**src/rtl/aos_params.svh**
```systemverilog
`ifndef AOS_PARAMS_SVH
`define AOS_PARAMS_SVH
// Clock rate and self-test / repetition timing
`define AOS_CLK_HZ 125000000
`define AOS_SELFTEST_S 3
`define AOS_SELFTEST_CYC (`AOS_SELFTEST_S * `AOS_CLK_HZ)
`define AOS_REPEAT_MS 500
`define AOS_REPEAT_CYC (`AOS_REPEAT_MS * (`AOS_CLK_HZ / 1000))
// Default character format
`define AOS_BAUD_BPS 1200
`define AOS_BIT_CYC (`AOS_CLK_HZ / `AOS_BAUD_BPS)
`define AOS_DATA_BITS 8
`define AOS_FRAME_BITS 10
`define AOS_MSG_LEN 17
`define AOS_ALT_W 11
`define AOS_IDLE_CODE 11'h000
`endif

```
**src/rtl/aos_pkg.sv**
```systemverilog
package aos_pkg;
  typedef enum logic [1:0] {
    AOS_ST_TEST = 2'b00,
    AOS_ST_RUN = 2'b01
  } aos_state_t;
  // Serial line group, two serial lines and a differential pair with diffNeg inverted
  typedef struct packed {
    logic primary;
    logic secondary;
    logic diffPos;
    logic diffNeg;
  } aos_serial_t;
endpackage

```
**src/rtl/aos_uart_tx.sv**
```systemverilog
`timescale 1ns/10ps
`include "aos_params.svh"
// Start/stop serial character sender, 8N1, bit period set by parameter
module aos_uart_tx #(
  parameter int unsigned BIT_CYC = `AOS_BIT_CYC // Bit period in clocks
) (
  input wire logic clk_sys, // System clock
  input wire logic resetn, // Async reset, active low
  input wire logic start, // Load one character
  input wire logic [7:0] data, // Character to send
  output logic busy, // Character in flight
  output logic line // Serial line, idle high
);
  logic [31:0] bitCnt;
  logic [3:0] bitIdx;
  logic [9:0] shifter;

  // ----------------------------------------
  // Shifter
  // ----------------------------------------
  // Frame is start bit, data LSB first, stop bit
  always_ff @(posedge clk_sys or negedge resetn) begin
    if (!resetn) begin
      busy <= 1'b0;
      line <= 1'b1;
      bitCnt <= 32'h0000_0000;
      bitIdx <= 4'h0;
      shifter <= 10'h3ff;
    end else if (!busy) begin
      if (start) begin
        busy <= 1'b1;
        shifter <= {1'b1, data, 1'b0};
        line <= 1'b0;
        bitCnt <= 32'h0000_0000;
        bitIdx <= 4'h0;
      end
    end else if (bitCnt == 32'(BIT_CYC - 1)) begin
      bitCnt <= 32'h0000_0000;
      if (bitIdx == 4'(`AOS_FRAME_BITS - 1)) begin
        busy <= 1'b0;
        line <= 1'b1;
      end else begin
        bitIdx <= bitIdx + 4'h1;
        line <= shifter[bitIdx + 4'h1];
      end
    end else begin
      bitCnt <= bitCnt + 32'h0000_0001;
    end
  end
endmodule // aos_uart_tx

```
**src/rtl/aos_output_sequencer.sv**
```systemverilog
`timescale 1ns/10ps
`include "aos_params.svh"
module aos_output_sequencer
  import aos_pkg::*;
#(
  parameter int unsigned SELFTEST_CYC = `AOS_SELFTEST_CYC, // Self-test length
  parameter int unsigned REPEAT_CYC = `AOS_REPEAT_CYC, // Message group period
  parameter int unsigned BIT_CYC = `AOS_BIT_CYC // Serial bit period in clocks
) (
  input wire logic clk_sys, // System clock, 125 MHz
  input wire logic resetn, // Async reset, active low
  input wire logic [10:0] altCode, // Gray code for present pressure
  input wire logic outEnable, // Transponder enable, high enables
  input wire logic enableTiedLow, // Enable strapped to ground
  input wire logic calMode, // Calibration mode active
  input wire logic oneFootSel, // One-foot message selected
  input wire logic serialIn, // Serial receive line
  input wire logic [7:0] msgChar, // Normal message character at msgIdx
  input wire logic [7:0] fineChar, // One-foot message character at msgIdx
  output logic [4:0] msgIdx, // Character index being fetched
  output logic [10:0] altOut, // Parallel altitude outputs
  output logic altOutEn_n, // Parallel output enable, low drives
  output aos_pkg::aos_serial_t serialOut, // Serial transmit pins
  output logic calRxData, // Receive line passed on in calibration
  output logic selfTestDone // Self-test complete
);
  import aos_pkg::*;

  aos_state_t state;
  logic [31:0] testCnt;
  logic [31:0] repCnt;
  logic groupStart;
  logic sending;
  logic charStart;
  logic txBusyA;
  logic txBusyB;
  logic lineA;
  logic lineB;
  logic startPending;

  // ----------------------------------------
  // Self-test sequencing
  // ----------------------------------------
  // count from reset release
  always_ff @(posedge clk_sys or negedge resetn) begin
    if (!resetn) begin
      state <= AOS_ST_TEST;
      testCnt <= 32'h0000_0000;
    end else begin
      case (state)
        AOS_ST_TEST: begin
          if (testCnt == SELFTEST_CYC - 1) begin
            state <= AOS_ST_RUN;
          end else begin
            testCnt <= testCnt + 32'h0000_0001;
          end
        end
        AOS_ST_RUN: state <= AOS_ST_RUN;
        default: state <= AOS_ST_TEST;
      endcase
    end
  end

  always_ff @(posedge clk_sys or negedge resetn) begin
    if (!resetn) begin
      selfTestDone <= 1'b0;
    end else begin
      selfTestDone <= (state == AOS_ST_RUN);
    end
  end

  // ----------------------------------------
  // Parallel outputs
  // ----------------------------------------
  // low during test; follow code afterwards
  always_ff @(posedge clk_sys or negedge resetn) begin
    if (!resetn) begin
      altOut <= `AOS_IDLE_CODE;
    end else if (state != AOS_ST_RUN) begin
      altOut <= `AOS_IDLE_CODE;
    end else begin
      altOut <= altCode;
    end
  end

  // gate by transponder enable; tie-off forces on
  // Self-test keeps outputs driven so the low level is visible
  always_ff @(posedge clk_sys or negedge resetn) begin
    if (!resetn) begin
      altOutEn_n <= 1'b0;
    end else begin
      altOutEn_n <= !(enableTiedLow || outEnable || state != AOS_ST_RUN);
    end
  end

  // ----------------------------------------
  // Message group timing
  // ----------------------------------------
  // one group every half second; enable not used here
  always_ff @(posedge clk_sys or negedge resetn) begin
    if (!resetn) begin
      repCnt <= 32'h0000_0000;
      groupStart <= 1'b0;
    end else if (state != AOS_ST_RUN) begin
      repCnt <= 32'h0000_0000;
      groupStart <= 1'b0;
    end else begin
      // first group fires right after self-test
      groupStart <= (repCnt == 32'h0000_0000);
      if (repCnt == REPEAT_CYC - 1) begin
        repCnt <= 32'h0000_0000;
      end else begin
        repCnt <= repCnt + 32'h0000_0001;
      end
    end
  end

  // ----------------------------------------
  // Character walk
  // ----------------------------------------
  // One character index serves both senders; they run in lock step
  always_ff @(posedge clk_sys or negedge resetn) begin
    if (!resetn) begin
      sending <= 1'b0;
      msgIdx <= 5'h00;
      charStart <= 1'b0;
      startPending <= 1'b0;
    end else begin
      charStart <= 1'b0;
      if (!sending) begin
        if (groupStart) begin
          sending <= 1'b1;
          msgIdx <= 5'h00;
          startPending <= 1'b1;
        end
      end else if (startPending) begin
        charStart <= 1'b1;
        startPending <= 1'b0;
      end else if (!charStart && !txBusyA && !txBusyB) begin
        if (msgIdx == 5'(`AOS_MSG_LEN - 1)) begin
          sending <= 1'b0;
        end else begin
          msgIdx <= msgIdx + 5'h01;
          startPending <= 1'b1;
        end
      end
    end
  end

  // ----------------------------------------
  // Senders
  // ----------------------------------------
  // default 8N1 at 1200 bit/s
  aos_uart_tx #(.BIT_CYC(BIT_CYC)) txPrimary (
    .clk_sys(clk_sys),
    .resetn(resetn),
    .start(charStart),
    .data(msgChar),
    .busy(txBusyA),
    .line(lineA)
  );

  // one-foot message only on the secondary line
  aos_uart_tx #(.BIT_CYC(BIT_CYC)) txSecondary (
    .clk_sys(clk_sys),
    .resetn(resetn),
    .start(charStart),
    .data(oneFootSel ? fineChar : msgChar),
    .busy(txBusyB),
    .line(lineB)
  );

  // differential copy of the primary stream
  always_ff @(posedge clk_sys or negedge resetn) begin
    if (!resetn) begin
      serialOut <= '{primary: 1'b1, secondary: 1'b1, diffPos: 1'b1, diffNeg: 1'b0};
    end else begin
      serialOut <= '{primary: lineA, secondary: lineB, diffPos: lineA, diffNeg: !lineA};
    end
  end

  // receive line passed on only in calibration
  always_ff @(posedge clk_sys or negedge resetn) begin
    if (!resetn) begin
      calRxData <= 1'b1;
    end else begin
      calRxData <= calMode ? serialIn : 1'b1;
    end
  end

  // ----------------------------------------
  // Checks
  // ----------------------------------------
  chk_test_low: assert property (@(posedge clk_sys) disable iff (!resetn)
    state == AOS_ST_TEST |=> altOut == `AOS_IDLE_CODE)
    else $error("parallel outputs not low in self-test");
  chk_code_follow: assert property (@(posedge clk_sys) disable iff (!resetn)
    state == AOS_ST_RUN |=> altOut == $past(altCode))
    else $error("parallel outputs not following code");
  chk_enable_gate: assert property (@(posedge clk_sys) disable iff (!resetn)
    (state == AOS_ST_RUN && !outEnable && !enableTiedLow) |=> altOutEn_n)
    else $error("outputs driven without enable");
  chk_tied_on: assert property (@(posedge clk_sys) disable iff (!resetn)
    enableTiedLow |=> !altOutEn_n)
    else $error("tied enable did not keep outputs on");
  chk_no_early_tx: assert property (@(posedge clk_sys) disable iff (!resetn)
    state == AOS_ST_TEST |-> !sending && !charStart)
    else $error("serial sent before self-test end");
  chk_rx_ignored: assert property (@(posedge clk_sys) disable iff (!resetn)
    !calMode |=> calRxData)
    else $error("receive line used outside calibration");
  chk_diff_pair: assert property (@(posedge clk_sys) disable iff (!resetn)
    serialOut.diffPos != serialOut.diffNeg && serialOut.diffPos == serialOut.primary)
    else $error("differential pair not complementary");
  chk_group_start: assert property (@(posedge clk_sys) disable iff (!resetn)
    $rose(state == AOS_ST_RUN) |-> ##2 sending)
    else $error("group did not start after self-test");
endmodule // aos_output_sequencer

```
**config.mk**
```make
export PLATFORM = sky130hd
export DESIGN_NAME = aos_output_sequencer
export DESIGN_NICKNAME = d
export VERILOG_FILES = /design/src/rtl/aos_pkg.sv /design/src/rtl/aos_uart_tx.sv /design/src/rtl/aos_output_sequencer.sv
export VERILOG_INCLUDE_DIRS = /design/src /design/src/rtl
export SDC_FILE = /design/constraint.sdc
export NUM_CORES = 1
export LEC_CHECK = 0
export ABC_AREA = 1
export BUFFER_PORTS_ARGS = -buffer_cell sky130_fd_sc_hd__buf_4
export CORE_UTILIZATION = 40
export CTS_BUF_LIST = sky130_fd_sc_hd__clkbuf_16
export DETAILED_ROUTE_END_ITERATION = 10
export GPL_TIMING_DRIVEN = 0
export PLACE_DENSITY = 0.65
export SETUP_SLACK_MARGIN = 0.4
export SLEW_MARGIN = 25
export SYNTH_ARGS = -nofsm -noshare
export SYNTH_HDL_FRONTEND = slang
export SYNTH_SLANG_ARGS = --single-unit
```
**constraint.sdc**
```tcl
create_clock -name clk_sys -period 4.6 [get_ports clk_sys]
set_clock_uncertainty 0.2 [all_clocks]
set_input_delay 0.46 -clock clk_sys [delete_from_list [all_inputs] [get_ports clk_sys]]
set_output_delay 0.46 -clock clk_sys [all_outputs]
set_load 0.02 [all_outputs]
```
==> metrics.csv <==
stage,metric,value,unit
timing,Tightest Pin Transition,0.710,ns
synth,synthesized instance count,1638,
worst_setup_path,crit path max fanout,6,
placement,detailed placement HPWL,21200,um
grt,pin count of the biggest net entering global routing,78,
worst_setup_path,"Buf+Inv Stages, Crit Path",0,
synth,Netlist cell types,42,
synth,post-synthesis sequential area ratio,0.412,
run_status,status,finished with violations,
worst_setup_path,"Req. time, crit path",4.71,ns
synth,"count leader, synth",nand2_1,
floorplan,core area,27800,um2
clocking,H-Tree Depth,4,
worst_setup_path,Worst setup SP type,flop,
timing,Fmax,0.479,GHz
timing,setup TNS,0,ns
detailed_routing,Routed WL,28400,um
placement,IO buf count,55,
final_layout,layout cells sized above 1,0.0981,
clocking,clk slew on worst S/H paths,0.07,ns
synth,Synth area leaders,"dfrtp_1 36%, nand2_1 19%, nor2_1 8.1%",
run_status,failing checks,design-rule violations,
detailed_routing,DRT iter0 DRCs,776,
floorplan,# rows,61,
timing,Rel. slew slack,0.525,
pwr,PwrDens,253,nW/um2
detailed_routing,DRC violations left,2,
final_layout,Layout area overhead,15.4,%
detailed_routing,total iterations of the first detailed-routing run,8,
worst_setup_path,"slowest stage delay, CP",0.39,ns
clocking,Root Buffer,clkbuf_16,
grt,first-pass GRT wire length,48600,um
clocking,CTS Buffer Depth,2,
synth,Post-Syn Area,11300,um2
clocking,CTS Sinks,185,
worst_setup_path,CP max-delay cell,dfrtp_1,
grt,GRT Residual Overflow,0,
synth,area fraction of the dominant cell type after synthesis,0.359,
placement,pre-CTS setup slack,2.52,ns
floorplan,starting density of the core,0.407,
timing,minimum clock period,2.09,ns
worst_setup_path,CP Data Arrival Time,2.20,ns
placement,placed inst area,12200,um2
final_layout,Layout Utilization,0.469,
worst_setup_path,CP Cell Sequence,ha_1 > nand2_1 > nor2_1 > nand4_1 > nor2_1 > nand2_1 > nand3_1 > nor2_1,
timing,"Slew Viols, Final",0,
detailed_routing,remaining antenna violation count after routing,0,
synth,Post-synth EDFFs,0,
worst_setup_path,WS Path Type,flop to flop,
floorplan,Die Y,170,um
synth,dominant cell type by area after synthesis,dfrtp_1,
final_layout,FILL cells,2816,
clocking,CTS tree,done,
floorplan,die area,28900,um2
floorplan,Die X,170,um
final_layout,FF/Latch Area,4660,um2
detailed_routing,Routed WL per cell,13.4,um
hold_path,worst hold path class,input port to flop,
pwr,Pleak,5.98,nW
worst_setup_path,Most common cell on crit path,nor2_1,
final_layout,diode count,0,
synth,commonest cells in the netlist,"569 x nand2_1, 245 x nor2_1, 190 x inv_1",
pwr,Sequential Power Share,0.493,
pwr,switching share of power,0.230,
timing,RSZ-0062 raised after global routing,no,
synth,#FFs+latches synth,185,
detailed_routing,total number of vias,10400,
floorplan,IO Pins,57,
clocking,Num CTS Buffers,17,
final_layout,Final nets,1777,
worst_setup_path,"CP delay by family, top",simple AND/OR/NAND/NOR gates,
clocking,Post-CTS Setup Bufs,0,
flow_run,max cap viols,0,
detailed_routing,via/cell ratio,4.90,
grt,antenna violations before repair,0,
synth,Ys Warns,0,
clocking,later-pin clock latency in the skew report,0.45,ns
timing,Final Cycle Share,0.453,
final_layout,final instance area,13000,um2
placement,gpl congestion,0.919,
worst_setup_path,Crit. End Element,flop,
synth,Synth async-reset ratio,1.00,
grt,vias in the first global route,10100,
pwr,net switching power,760,uW
timing,post-route setup slack,2.51,ns
pwr,clock network fraction of design power,0.484,
pwr,Tot Pwr,3.30,mW
grt,Total GRT Usage,0.209,
synth,Post-synth top flop,dfrtp_1,
pwr,Comb pwr share,0.023,
timing,Setup Viol. Count Final,0,
synth,"Avg Cell Area, Syn",6.90,um2
timing,final hold vios,0,
synth,syn_nets,1685,
final_layout,Multi-input gate area,5720,um2
pwr,VDD IR-drop max,0.265,mV
pwr,Int Pwr,2.54,mW
-- final cells by class --
| cell class | count | area share |
|---|---|---|
| multi-input combinational | 1228 | 0.439 |
| timing repair buffer | 73 | 0.0487 |
| clock buffer | 17 | 0.0326 |
| buffer | 29 | 0.0140 |
| inverter | 196 | 0.0565 |
| sequential | 185 | 0.357 |
| tap | 378 | 0.0363 |
| clock inverter | 15 | 0.0157 |
-- through the flow --
step                      hold WS (ns)  instances
after floorplan                -0.0356       1638
after global placement           0.160       2071
after detailed placement         0.164       2073
after CTS                       0.0227       2121
after global routing            0.0325       2121
final                           0.0372       2121
-- final timing paths --
kind,slack [ns],depth (start not counted),start,to
setup / recovery,2.51,8,repCnt[0],repCnt[25]
hold / removal,0.04,3,msgChar[5],txPrimary.shifter[6]
setup reg to reg,2.51,8,repCnt[0],repCnt[25]
hold reg to reg,0.17,0,txSecondary.line,serialOut[2]
max in group asynchronous,3.15,3,resetn,altOutEn_n
min in group asynchronous,0.30,2,resetn,txSecondary.bitCnt[22]
-- flip-flops by register name, summed over array words and instances, names as in the netlist, 3 cells and up --
name	count
testCnt	32
msgIdx	5
txPrimary.bitIdx	4
serialOut	3
txSecondary.shifter	9
txPrimary.shifter	9
txSecondary.bitCnt	32
txPrimary.bitCnt	32
altOut	11
repCnt	32
txSecondary.bitIdx	4
-- cell families after synthesis --
kind of cell | after synthesis | share of synthesized area
muxes | 1 | 0.000886
and+or+nand+nor | 1052 | 0.389
buffers and inverters | 225 | 0.0814
adders and majority gates | 13 | 0.0144
DFF | 185 | 0.412
xor gates and xnor gates | 65 | 0.0504
AOI/OAI and AO/OA | 97 | 0.0519
-- worst register-to-register path, stage by stage (launching register included) --
cell     delay [ns]
dfrtp_1        0.39
ha_1           0.18
nand2_1        0.09
nor2_1         0.31
nand4_1        0.20
nor2_1         0.17
nand2_1        0.22
nand3_1        0.16
nor2_1         0.04
-- metal layers --
layer,vias to the layer above,global-route usage,share of wire
met5,-,0,0
met4,0,0.0674,0.016
met3,31,0.0291,0.039
met2,228,0.346,0.47
met1,4808,0.282,0.48
li1,5333,-,-
-- power groups by stage --
stage | clock network (mW) | registers, mW | logic (mW)
after floorplan | 0 | 1.66 | 0.00415
after global placement | 0 | 1.66 | 0.0616
after detailed placement | 0 | 1.66 | 0.0688
after CTS | 1.64 | 1.63 | 0.0793
after global routing | 1.70 | 1.63 | 0.0868
final | 1.60 | 1.63 | 0.0761
-- cell usage in the layout, fill, tap and decap left out, types with 3 or more instances in the layout --
master         instances
a21oi_1               12
a31oi_1                4
buf_2                  5
buf_4                 56
buf_6                  8
bufinv_16              3
clkbuf_1              12
clkbuf_16             17
dfrtp_1              162
dfstp_2               23
dlygate4sd3_1         16
ha_1                  13
inv_1                191
inv_2                  4
inv_6                  3
inv_8                  4
nand2_1              569
nand2_2                5
nand3_1              126
nand3b_1               7
nand4_1               31
nor2_1               245
nor2_2                11
nor3_1                42
nor3_2                 5
nor4_1                 3
o211ai_1               4
o21ai_0               44
o21ai_2               10
o22ai_1               17
xnor2_1               15
xor2_1                50
-- timing repair --
item                      4_1_cts  5_1_grt
hold buffers                   16        0
resized for setup               0        0
hold endpoints to repair       45        0
No activity file was read; power rests on OpenSTA's default activity.
